File: src/asc_pkg.sv
package asc_pkg;

  localparam int CLK_PERIOD_PS = 50000;

  // Timing figures in picoseconds, for the slower speed grade.
  localparam int READ_CYCLE_PS    = 7000;
  localparam int ACCESS_PS        = 7000;
  localparam int OE_ACCESS_PS     = 4000;
  localparam int WRITE_CYCLE_PS   = 7000;
  localparam int ADDR_TO_END_PS   = 7000;
  localparam int DATA_SETUP_PS    = 3500;
  localparam int RELEASE_PS       = 3500;
  localparam int TURN_ON_PS       = 3000;

  function automatic int cyc_min(input int ps);
    int c;
    c = (ps + CLK_PERIOD_PS - 1) / CLK_PERIOD_PS;
    return (c < 1) ? 1 : c;
  endfunction

  localparam int READ_WAIT_CYC  = cyc_min(ACCESS_PS);
  localparam int WRITE_LOW_CYC  = cyc_min(ADDR_TO_END_PS);
  localparam int RELEASE_CYC    = cyc_min(RELEASE_PS);
  localparam int SYNC_CYC       = 2;

  localparam int ADDR_W = 16;
  localparam int DATA_W = 4;
  localparam int CNT_W  = 4;

  localparam logic [ADDR_W-1:0] ADDR_RST = 16'h0000;
  localparam logic [DATA_W-1:0] DATA_RST = 4'h0;

endpackage

File: src/asc_host.sv
`timescale 1ns/100ps
module asc_host (
  input  wire logic                        ref_clk,     // 20 MHz clock.
  input  wire logic                        rst_n,       // Reset, active low.
  input  wire logic                        req_valid,   // Request strobe.
  input  wire logic                        req_write,   // 1 write, 0 read.
  input  wire logic [asc_pkg::ADDR_W-1:0]  req_addr,    // Word address.
  input  wire logic [asc_pkg::DATA_W-1:0]  req_wdata,   // Write data.
  output logic                             req_ready,   // Idle, may accept.
  output logic                             rsp_valid,   // Read data pulse.
  output logic      [asc_pkg::DATA_W-1:0]  rsp_rdata,   // Read data.
  output logic      [asc_pkg::ADDR_W-1:0]  word_address, // Memory address.
  output logic                             chip_select_n, // Select.
  output logic                             write_strobe_n, // Write strobe.
  output logic                             output_drive_enable_n, // OE.
  input  wire logic [asc_pkg::DATA_W-1:0]  data_io_i,   // Data pin in.
  output logic      [asc_pkg::DATA_W-1:0]  data_io_o,   // Data pin out.
  output logic                             data_io_oe   // High: host drives.
);

  typedef enum logic [2:0] {
    ASC_IDLE, ASC_RD_WAIT, ASC_RD_SYNC, ASC_RD_DONE,
    ASC_WR_PULSE, ASC_WR_END, ASC_GAP
  } asc_state_t;

  // One register holds the whole controller state.
  typedef struct packed {
    asc_state_t                    state;
    logic [asc_pkg::CNT_W-1:0]     cnt;
    logic                          ready;
    logic                          rvalid;
    logic [asc_pkg::DATA_W-1:0]    rdata;
    logic [asc_pkg::ADDR_W-1:0]    addr;
    logic                          cs_n;
    logic                          we_n;
    logic                          oe_n;
    logic [asc_pkg::DATA_W-1:0]    dout;
    logic                          doe;
  } asc_regs_t;

  localparam logic [asc_pkg::CNT_W-1:0] READ_WAIT =
    asc_pkg::CNT_W'(asc_pkg::READ_WAIT_CYC);
  localparam logic [asc_pkg::CNT_W-1:0] WRITE_LOW =
    asc_pkg::CNT_W'(asc_pkg::WRITE_LOW_CYC);
  localparam logic [asc_pkg::CNT_W-1:0] RELEASE =
    asc_pkg::CNT_W'(asc_pkg::RELEASE_CYC);
  localparam logic [asc_pkg::CNT_W-1:0] SYNC_WAIT =
    asc_pkg::CNT_W'(asc_pkg::SYNC_CYC);
  localparam logic [asc_pkg::CNT_W-1:0] CNT_ONE = 4'h1;

  // True on the last cycle of a timed step.
  function automatic logic step_done(input logic [asc_pkg::CNT_W-1:0] c);
    return (c <= CNT_ONE);
  endfunction

  asc_regs_t                   st_reg;
  asc_regs_t                   st_next;
  logic [asc_pkg::DATA_W-1:0]  din_sync;

  // Data pins come from outside the clock domain and cross two flops.
  asc_sync #(
    .W (asc_pkg::DATA_W)
  ) u_sync (
    .ref_clk (ref_clk),
    .rst_n   (rst_n),
    .d       (data_io_i),
    .q       (din_sync)
  );

  // Each timed step counts down and leaves on its last cycle.
  always_comb
  begin
    st_next        = st_reg;
    st_next.rvalid = 1'b0;
    if (st_reg.cnt != '0)
    begin
      st_next.cnt = st_reg.cnt - CNT_ONE;
    end
    case (st_reg.state)
      ASC_IDLE:
      begin
        if (req_valid)
        begin
          st_next.ready = 1'b0;
          st_next.addr  = req_addr;
          st_next.cs_n  = 1'b0;
          if (req_write)
          begin
            // Strobe and select fall together with data driven at once.
            st_next.we_n  = 1'b0;
            st_next.oe_n  = 1'b1;
            st_next.dout  = req_wdata;
            st_next.doe   = 1'b1;
            st_next.cnt   = WRITE_LOW;
            st_next.state = ASC_WR_PULSE;
          end
          else
          begin
            st_next.we_n  = 1'b1;
            st_next.oe_n  = 1'b0;
            st_next.doe   = 1'b0;
            st_next.cnt   = READ_WAIT;
            st_next.state = ASC_RD_WAIT;
          end
        end
      end
      ASC_RD_WAIT:
      begin
        if (step_done(st_reg.cnt))
        begin
          // Two more edges let the pins cross the synchroniser.
          st_next.cnt   = SYNC_WAIT;
          st_next.state = ASC_RD_SYNC;
        end
      end
      ASC_RD_SYNC:
      begin
        if (step_done(st_reg.cnt))
        begin
          st_next.state = ASC_RD_DONE;
        end
      end
      ASC_RD_DONE:
      begin
        // Address is held until data is captured.
        st_next.rdata  = din_sync;
        st_next.rvalid = 1'b1;
        st_next.cs_n   = 1'b1;
        st_next.oe_n   = 1'b1;
        st_next.cnt    = RELEASE;
        st_next.state  = ASC_GAP;
      end
      ASC_WR_PULSE:
      begin
        if (step_done(st_reg.cnt))
        begin
          // Strobe and select rise together; address and data stay.
          st_next.we_n  = 1'b1;
          st_next.cs_n  = 1'b1;
          st_next.state = ASC_WR_END;
        end
      end
      ASC_WR_END:
      begin
        st_next.doe   = 1'b0;
        st_next.cnt   = RELEASE;
        st_next.state = ASC_GAP;
      end
      ASC_GAP:
      begin
        if (step_done(st_reg.cnt))
        begin
          st_next.ready = 1'b1;
          st_next.state = ASC_IDLE;
        end
      end
      default:
      begin
        st_next.state = ASC_IDLE;
        st_next.ready = 1'b1;
        st_next.cs_n  = 1'b1;
        st_next.we_n  = 1'b1;
        st_next.oe_n  = 1'b1;
        st_next.doe   = 1'b0;
      end
    endcase
  end

  // Reset leaves the memory deselected and the data pins undriven.
  always_ff @(posedge ref_clk or negedge rst_n)
  begin
    if (!rst_n)
    begin
      st_reg.state  <= ASC_IDLE;
      st_reg.cnt    <= '0;
      st_reg.ready  <= 1'b1;
      st_reg.rvalid <= 1'b0;
      st_reg.rdata  <= asc_pkg::DATA_RST;
      st_reg.addr   <= asc_pkg::ADDR_RST;
      st_reg.cs_n   <= 1'b1;
      st_reg.we_n   <= 1'b1;
      st_reg.oe_n   <= 1'b1;
      st_reg.dout   <= asc_pkg::DATA_RST;
      st_reg.doe    <= 1'b0;
    end
    else
    begin
      st_reg <= st_next;
    end
  end

  // Every pin and response comes straight from the state register.
  assign req_ready             = st_reg.ready;
  assign rsp_valid             = st_reg.rvalid;
  assign rsp_rdata             = st_reg.rdata;
  assign word_address          = st_reg.addr;
  assign chip_select_n         = st_reg.cs_n;
  assign write_strobe_n        = st_reg.we_n;
  assign output_drive_enable_n = st_reg.oe_n;
  assign data_io_o             = st_reg.dout;
  assign data_io_oe            = st_reg.doe;

endmodule

File: src/asc_sync.sv
`timescale 1ns/100ps
// Two-stage synchroniser for the data pins read back from the memory.
module asc_sync #(
  parameter int W = 4
) (
  input  wire logic         ref_clk,  // System clock.
  input  wire logic         rst_n,    // Asynchronous reset, active low.
  input  wire logic [W-1:0] d,        // Asynchronous input.
  output logic      [W-1:0] q         // Synchronised output.
);

  typedef struct packed {
    logic [W-1:0] meta;
    logic [W-1:0] sync;
  } asc_sync_regs_t;

  asc_sync_regs_t st_reg;
  asc_sync_regs_t st_next;

  // Logic reads only the second stage, never a metastable first one.
  always_comb
  begin
    st_next.meta = d;
    st_next.sync = st_reg.meta;
  end

  always_ff @(posedge ref_clk or negedge rst_n)
  begin
    if (!rst_n)
    begin
      st_reg <= '0;
    end
    else
    begin
      st_reg <= st_next;
    end
  end

  assign q = st_reg.sync;

endmodule

File: config.mk
export PLATFORM = sky130hd
export DESIGN_NAME = asc_host
export DESIGN_NICKNAME = d
export VERILOG_FILES = /design/src/asc_pkg.sv /design/src/asc_host.sv /design/src/asc_sync.sv
export SDC_FILE = /design/constraint.sdc
export NUM_CORES = 1
export LEC_CHECK = 0
export CORE_UTILIZATION = 65
export CTS_CLUSTER_SIZE = 24
export DETAILED_ROUTE_END_ITERATION = 12
export DONT_BUFFER_PORTS = 1
export PLACE_DENSITY = 0.81
export SLEW_MARGIN = 20
export SYNTH_ARGS = -nofsm -noshare
export SYNTH_HDL_FRONTEND = slang
export SYNTH_SLANG_ARGS = --single-unit
File: constraint.sdc
create_clock -name ref_clk -period 2.3 [get_ports ref_clk]
set_input_delay 0.345 -clock ref_clk [delete_from_list [all_inputs] [get_ports ref_clk]]
set_output_delay 0.345 -clock ref_clk [all_outputs]
set_load 0.01 [all_outputs]
==> results of run 1 <==
layout make-up:
| cell class | count | area (sq um) |
|---|---|---|
| clock buffers | 6 | 51.30 |
| clock inverters | 2 | 37.54 |
| fillers | 203 | 804.5 |
| inverters | 5 | 18.77 |
| multi-input cells | 87 | 693.2 |
| flip-flops and latches | 45 | 1131 |
| well taps | 31 | 38.79 |
| repair buffers | 7 | 77.57 |
logic make-up (layout without fill, tap and decap cells):
logic type      Yosys count  count (layout)  synth area share (%)
flops                    45              45                 55.46
buf+inv                  34              20                 10.98
simple gates             32              32                 9.080
compound gates           27              27                 8.221
mux                      26              26                 15.03
fa+ha+maj                 2               2                 1.227
through the flow:
step                hold WS, ns  instance area [sq um]
finish                   0.1422                   2048
global route             0.1121                   2048
CTS                    0.001121                   2008
detailed placement      0.05045                   1889
global placement        0.05045                   1889
floorplan               0.04941                   2039
where the power goes:
group	internal (W)	leakage [nW]	switching, W
Clock	0.000258	0.0445	0.000242
Combinational	0.000525	0.336	0.000464
Sequential	0.00114	0.533	0.000437
Total	0.00192	0.913	0.00114
critical path, stage by stage (launching register included):
cell      delay, ns
dfrtp_1        0.46
inv_1          0.09
ha_1           0.26
or3b_1         0.45
o21ai_0        0.20
a21oi_1        0.06
nand3b_1       0.17
layer usage:
layer / part of all wire, % / wire (um) / up-vias
met3: 8.8 / 286 / 4
met1: 39 / 1259 / 577
met4: 0.77 / 25 / 0
met5: 0 / 0 / -
li1: - / - / 528
met2: 52 / 1671 / 51
synth_stat cells:
cell type / number
dfrtp_1: 41
buf_4: 25
mux2_2: 21
nor2_1: 8
o21ai_0: 8
a21oi_1: 7
inv_1: 5
nand2_1: 5
dfstp_2: 4
mux2_4: 4
and3_1: 3
nor3_1: 3
or2_2: 3
a211o_1: 2
a21boi_0: 2
buf_2: 2
clkbuf_1: 2
ha_1: 2
o31ai_1: 2
o32ai_1: 2
or3_1: 2
a22oi_1: 1
a32oi_1: 1
mux2i_1: 1
nand2_4: 1
nand2b_1: 1
nand3_1: 1
nand3b_1: 1
nor2_2: 1
nor2_4: 1
nor4b_2: 1
o21ai_1: 1
o22ai_1: 1
or3b_1: 1
worst min path at each step:
stage	start	to
finish	req_addr[11]	word_address[11]
global route	req_addr[7]	word_address[7]
CTS	data_io_i[1]	u_sync.st_next[1]
detailed placement	rst_n	st_reg[35]
global placement	rst_n	st_reg[35]
floorplan	rst_n	data_io_o[0]
layout by cell type (no fill, tap or decap), types with 3 or more instances in the layout:
master	Yosys	routed
dfrtp_1	41	41
mux2_2	21	21
nor2_1	8	8
o21ai_0	8	8
a21oi_1	7	7
inv_1	5	5
nand2_1	5	5
clkbuf_4	0	5
dlygate4sd3_1	0	5
mux2_4	4	4
dfstp_2	4	4
or2_2	3	3
and3_1	3	3
nor3_1	3	3
timing repair:
action / 4_1_cts / 5_1_grt
endpoints found under the hold margin: 45 / 4
setup endpoints to repair: 0 / 0
hold buffers: 2 / 4
setup buffers: 0 / 0
==> results_dict.tcl, run 1 <==
set metrics [dict create \
    status "finished with violations" \
    violations "DRC" \
    rsz0062_at_grt "no" \
    syn2layout_area_growth_pct 0.4292 \
    grt_use_met1_pct 24.88 \
    finalSetupViolations 0 \
    grt_use_total_pct 21.35 \
    grtUsageMet2_pct 35.47 \
    path_clk_slew_ns 0.13 \
    syn_inst 166 \
    grt_pass1_vias 1178 \
    die_h_um 58.02 \
    r2r-start "st_reg[30]" \
    dp.cells 169 \
    maxCapViolCount 0 \
    endpoint "st_reg[30]" \
    finalMaxSlewViolations 0 \
    fin_skew_ns 0.01025 \
    netlist_area_sq_um 2039 \
    synth_area_leaders "dfrtp_1, mux2_2, buf_4" \
    finalWirelength_mm 3.242 \
    numClockSinks 45 \
    antenna_cells 0 \
    crit_path_end_kind "flop" \
    drt_iter0_markers 46 \
    worstMarginPinSlew_ns 0.4803 \
    slew_headroom_pct 67.98 \
    cts_root_buffer "clkbuf_4" \
    nets 181 \
    ys_seq_area_share_pct 55.46 \
    syn_nets 196 \
    holdPathStages 1 \
    required_ns 2.53 \
    antenna_found_initial 0 \
    cts_tree "built" \
    largest_reg_flops 16 \
    via_per_inst 6.339 \
    max_freq_mhz 551.9 \
    vias 1160 \
    drc 3 \
    tns_ns 0 \
    r2r_slack_ns 0.49 \
    cp.arrival_ns 2.04 \
    wl_per_cell_um 17.72 \
    grtUsageMet3_pct 8.705 \
    startpoint "st_reg[30]" \
    final-hold-violation-count 0 \
    clock_latency_ns 0.34 \
    start_util_pct 71.49 \
    cp_max_fo 7 \
    yosysTopAreaCell "dfrtp_1" \
    io_buffers 0 \
    ir_drop_mv 0.9760 \
    synth_seq_cells 45 \
    grt_pass1_wl_mm 5.326 \
    grt-ovfl-total 0 \
    p_leak_nw 0.9131 \
    fp-row-count 19 \
    cts-resized-gates 0 \
    p_total_w 0.003067 \
    ios 58 \
    die_area_sq_um 3366 \
    reg2regPathDepth 6 \
    hpwl_mm 2.288 \
    drive_gt1_share_pct 30.26 \
    gp_routability_congestion 0.7901 \
    hp-class "input port to flop" \
    dp_slack_ns 0.5479 \
    min_period_ns 1.812 \
    clk_path_buf_depth 2 \
    yosysWarnings 0 \
    setup_slack_ns 0.4882 \
    fin_crit_sh_pct 78.77 \
    dr.pass1.iters 8 \
    syn_avg_cell_area_sq_um 12.29 \
    antenna_left 0 \
    postLayoutCoreUtil_pct 71.80 \
    htree_num_levels 2 \
    chipWidth_um 58.02 \
    synth.distinct_cells 34 \
    busiest_layer "met2" \
    start_kind "flop" \
    r2r_end "st_reg[30]" \
    coreArea_sq_um 2853 \
    grt_max_degree 46 \
    synth_top_area_share_pct 50.31 \
    cts_buffers 5 \
    worst-setup-path-type "flop to flop" \
    powerDensity_nw_per_um2 1497 \
    fin_cells 183 \
]
Power figures use the tool's default switching activity.
==> run 2: changes to the inputs <==
Settings changed: CORE_UTILIZATION 65 to 62, PLACE_DENSITY 0.81 to 0.78.
Clock period 2.3 ns to 1.7 ns, I/O delays scaled along.
==> run 2 against run 1 <==
Against the previous run:
- the run now ends clean
- worst hold slack worse by 0.10 ns
- die area up 4.7%
- final cell count up 10%
- largest cell class unchanged
- count of clock-buffer cells in the layout unchanged
- cell area up 3.7%
- utilization down 2.8 points
- first-iteration DRC count down 57%
- register-to-register slack worse by 0.40 ns
==> results_dict.tcl, run 2 (synthesized netlist as in run 1, its figures left out) <==
set metrics [dict create \
    die_area_sq_um 3523 \
    max_freq_mhz 620.2 \
    r2r_slack_ns 0.09 \
    start_kind "flop" \
    drive_gt1_share_pct 33.54 \
    coreArea_sq_um 3078 \
    clk_path_buf_depth 2 \
    finalWirelength_mm 3.434 \
    maxCapViolCount 0 \
    startpoint "st_reg[30]" \
    drt_iter0_markers 20 \
    htree_num_levels 2 \
    final_cell_mix "dfrtp_1, mux2_2, nor2_1, a21oi_1, o21ai_0" \
    antenna_found_initial 0 \
    grt-ovfl-total 0 \
    clock_latency_ns 0.35 \
    largest_reg_flops 16 \
    slew_headroom_pct 77.88 \
    cp_max_fo 6 \
    cp_slowest_cell "dfrtp_1" \
    hp-start "req_wdata[1]" \
    finalMaxSlewViolations 0 \
    path_depth 7 \
    min_period_ns 1.612 \
    grt_use_total_pct 22.48 \
    fp-row-count 20 \
    nFillCells 214 \
    tns_ns 0 \
    ir_drop_mv 1.148 \
    required_ns 1.94 \
    finalSetupViolations 0 \
    path_clk_slew_ns 0.12 \
    reg2regPathDepth 7 \
    stdcell_area_sq_um 2125 \
    fin_skew_ns 0.008541 \
    cp_cell_sequence "buf_4 -> ha_1 -> nor2_1 -> buf_4 -> o32ai_1 -> mux2i_1 -> o32ai_1" \
    grt_max_degree 46 \
    cts_buffers 5 \
    ios 58 \
    crit_path_end_kind "flop" \
    start_util_pct 66.26 \
    powerDensity_nw_per_um2 2026 \
    antenna_left 0 \
    antenna_cells 0 \
    crit_family "flip-flops" \
    grt_pass1_vias 1298 \
    cp.arrival_ns 1.85 \
    worst-setup-path-type "flop to flop" \
    fin_crit_sh_pct 94.85 \
    hpwl_mm 2.523 \
    hold_slack_ns 0.04135 \
    final-hold-violation-count 0 \
    gp_routability_congestion 0.8872 \
    p_leak_nw 0.9455 \
    chipWidth_um 59.36 \
    placed_cell_area_sq_um 1963 \
    hp-class "input port to flop" \
    status "finished, final reports clean" \
    crit_path_max_incr_delay_ns 0.41 \
    grt_pass1_wl_mm 5.706 \
    holdPathStages 1 \
    nets 187 \
    dr.pass1.iters 4 \
    die_h_um 59.36 \
    worstMarginPinSlew_ns 0.3314 \
    drc 0 \
    cts_tree "built" \
    final_common_cell "dfrtp_1" \
    syn2layout_area_growth_pct 4.172 \
    cp.buffers_inverters 2 \
    io_buffers 0 \
    numClockSinks 45 \
    rsz0062_at_grt "no" \
    r2r-start "st_reg[30]" \
    vias 1186 \
    via_per_inst 5.871 \
    wl_per_cell_um 17.00 \
    cts_root_buffer "clkbuf_4" \
]
-- run 2: what timing repair did --
action | in CTS | in global routing
gates resized for setup | 0 | 4
endpoints found under the hold margin | 49 | 0
hold buffers | 6 | 0
endpoints found under the setup margin | 0 | 4
setup buffers | 0 | 0
-- run 2: final timing paths --
check,endpoint
setup / recovery,st_reg[34]
hold / removal,data_io_o[1]
setup reg to reg,st_reg[34]
hold reg to reg,u_sync.q[2]
max in group asynchronous,req_ready
min in group asynchronous,data_io_o[2]
-- run 2: layout make-up --
type                            instances  area (sq um)  area share [%]
Clock buffer                            6         41.29           1.943
Timing Repair Buffer                   13         135.1           6.360
Multi-Input combinational cell         87         708.2           33.33
Clock inverter                          2         35.03           1.649
Tap cell                               44         55.05           2.591
Inverter                                5         18.77          0.8834
Sequential cell                        45          1131           53.24
-- run 2: routing by layer --
layer	routed length, um	global-route usage, %	share of wire [%]	up-vias
met4	85	11.90	2.5	0
met1	1314	25.63	38	585
met2	1761	37.56	51	58
li1	-	-	-	534
met5	0	0	0	-
met3	272	7.205	7.9	9
-- run 2: per-stage QoR --
step | cells | worst slack [ns] | power [W] | utilization [%]
3_5_place_dp | 188 | 0.02915 | 0.003610 | 63.78
4_1_cts | 202 | 0.003811 | 0.004274 | 68.54
6_report | 202 | 0.08752 | 0.004304 | 69.02
3_3_place_gp | 188 | 0.1280 | 0.003470 | 63.78
2_1_floorplan | 166 | 0.1344 | 0.003541 | -
5_1_grt | 202 | 0.01168 | 0.004594 | 69.02
-- run 2: where the power goes --
group / internal [W] / switching (W) / leakage [nW] / total (W)
sequential: 0.00154 / 0.000501 / 0.533 / 0.00204
combinational: 0.000851 / 0.000781 / 0.370 / 0.00163
clock: 0.000309 / 0.000319 / 0.0422 / 0.000628
-- run 2: worst reg2reg max path, stage by stage (launching register included) --
cell,delay [ns]
dfrtp_1,0.41
buf_4,0.16
ha_1,0.21
nor2_1,0.22
buf_4,0.17
o32ai_1,0.08
mux2i_1,0.16
o32ai_1,0.10
==> run 3: changes to the inputs <==
Settings changed: CORE_UTILIZATION 62 to 60, PLACE_DENSITY 0.78 to 0.76, REMOVE_ABC_BUFFERS set to 1.
==> run 3 against run 2 <==
Against the previous run:
- worst setup slack worse by 0.0098 ns
- fmax is 0.60% lower
- worst hold slack better by 0.0033 ns
- global-route usage is 1.1 points lower
- critical path depth stayed put
- cell area is 0.12% higher
- clock power is 2% higher
- die area is 3.2% higher
- sequential cell count stayed put
- sequential share of layout area hardly changed
- wire length is 2.2% lower
- count of clock-buffer cells in the layout stayed put
- largest cell class unchanged
- highest routed layer unchanged
==> results_dict.tcl, run 3 (synthesized netlist as in run 1, its figures left out) <==
set metrics [dict create \
    slew_headroom_pct 78.27 \
    final_cell_mix "dfrtp_1, mux2_2, buf_4" \
    worstMarginPinSlew_ns 0.3256 \
    cts_buffers 5 \
    die_area_sq_um 3636 \
    start_util_pct 65.20 \
    grt_pass1_wl_mm 5.409 \
    htree_num_levels 2 \
    final-hold-violation-count 0 \
    crit_path_end_kind "flop" \
    gp_routability_congestion 0.7590 \
    postLayoutCoreUtil_pct 68.00 \
    fin_skew_ns 0.01047 \
    start_kind "flop" \
    nFillCells 239 \
    grt_use_total_pct 21.33 \
    fin_crit_sh_pct 95.43 \
    fp-row-count 20 \
    max_freq_mhz 616.4 \
    placed_cell_area_sq_um 1943 \
    nets 188 \
    syn2layout_area_growth_pct 4.294 \
    antenna_left 0 \
    cts_root_buffer "clkbuf_4" \
    antenna_cells 0 \
    die_h_um 60.30 \
    final_common_cell "dfrtp_1" \
    crit_top_cell "buf_4" \
    chipWidth_um 60.30 \
    cts_tree "built" \
    drt_iter0_markers 68 \
    clock_latency_ns 0.35 \
    grt_max_degree 46 \
    finalMaxSlewViolations 0 \
    finalWirelength_mm 3.360 \
    cp.arrival_ns 1.87 \
    required_ns 1.95 \
    largest_reg_flops 16 \
    multi_input_area_sq_um 710.7 \
    io_buffers 0 \
    status "finished, final reports clean" \
    wl_per_cell_um 16.55 \
    powerDensity_nw_per_um2 2013 \
    path_clk_slew_ns 0.13 \
    rsz0062_at_grt "no" \
    hpwl_mm 2.388 \
    p_leak_nw 0.9459 \
    hp-class "input port to flop" \
    maxCapViolCount 0 \
    cp_max_fo 5 \
    grt-ovfl-total 0 \
    vias 1140 \
    crit_family "flip-flops" \
    crit_path_max_incr_delay_ns 0.45 \
    antenna_found_initial 0 \
    ir_drop_mv 1.122 \
    dr.pass1.iters 4 \
    finalSetupViolations 0 \
    dp.cells 187 \
    ios 58 \
    drive_gt1_share_pct 35.85 \
    min_period_ns 1.622 \
    numClockSinks 45 \
    fin_cells 203 \
    cp.buffers_inverters 2 \
    cp_slowest_cell "dfrtp_2" \
    grt_pass1_vias 1161 \
    drc 0 \
    cp_cell_sequence "buf_4 -> ha_1 -> nor2_1 -> buf_4 -> nor2_4 -> a211o_1 -> and3_1" \
    via_per_inst 5.616 \
    worst-setup-path-type "flop to flop" \
    coreArea_sq_um 3128 \
    stdcell_area_sq_um 2127 \
    clk_path_buf_depth 2 \
    seq_area_sq_um 1132 \
]
==> run 3: worst paths after layout <==
check / start / end / slack (ns) / depth (start not counted)
max: st_reg[30] / st_reg[31] / 0.08 / 7
min: req_addr[3] / word_address[3] / 0.04 / 1
max reg2reg: st_reg[30] / st_reg[31] / 0.08 / 7
min reg2reg: u_sync.st_next[0] / u_sync.q[0] / 0.37 / 0
max in group asynchronous: rst_n / req_ready / 1.07 / 2
min in group asynchronous: rst_n / word_address[10] / 0.36 / 2
==> run 3: report_power, final <==
group          leakage, nW  switching [W]  internal (W)
sequential           0.532       0.000514       0.00154
clock               0.0424       0.000325      0.000313
combinational        0.371       0.000743      0.000841
total                0.946        0.00158       0.00270
==> run 3: cell type report <==
type | count | area share [%]
Multi-Input combinational cell | 87 | 33.41
Clock buffer | 6 | 1.941
Clock inverter | 2 | 1.824
Sequential cell | 45 | 53.24
Inverter | 5 | 0.8824
Tap cell | 44 | 2.588
Timing Repair Buffer | 14 | 6.118
==> run 3: routing by layer <==
layer	track usage, %	vias to the layer above	share of wire (%)
li1	-	533	-
met2	32.65	45	50
met5	0	-	0
met3	7.792	2	6.9
met1	28.36	560	43
met4	6.977	0	0.51
==> run 3: through the flow <==
step / total power, W / hold slack (ns) / worst slack [ns] / setup TNS [ns]
2_1_floorplan: 0.003108 / -0.04059 / -0.7244 / -15.48
3_3_place_gp: 0.003472 / -0.03906 / 0.08311 / 0
3_5_place_dp: 0.003543 / -0.03952 / -0.05315 / -0.05382
4_1_cts: 0.004233 / 0.03448 / 0.02407 / 0
5_1_grt: 0.004594 / 0.01444 / 0.002756 / 0
6_report: 0.004281 / 0.04461 / 0.07772 / 0
==> run 3: repair_timing <==
item	in CTS	in global routing
endpoints found under the setup margin	2	2
hold endpoints to repair	49	0
gates resized for setup	3	4
setup buffers	0	2
hold buffers	6	0
==> run 3: worst register-to-register path, delay by kind of cell (launching register included) <==
family / cells / cell delay (ns)
AO/OA/AOI/OAI: 1 / 0.28
adder cells (fa/ha/maj): 1 / 0.20
buffers and inverters: 2 / 0.29
flip-flops: 1 / 0.45
AND/OR/NAND/NOR: 3 / 0.31
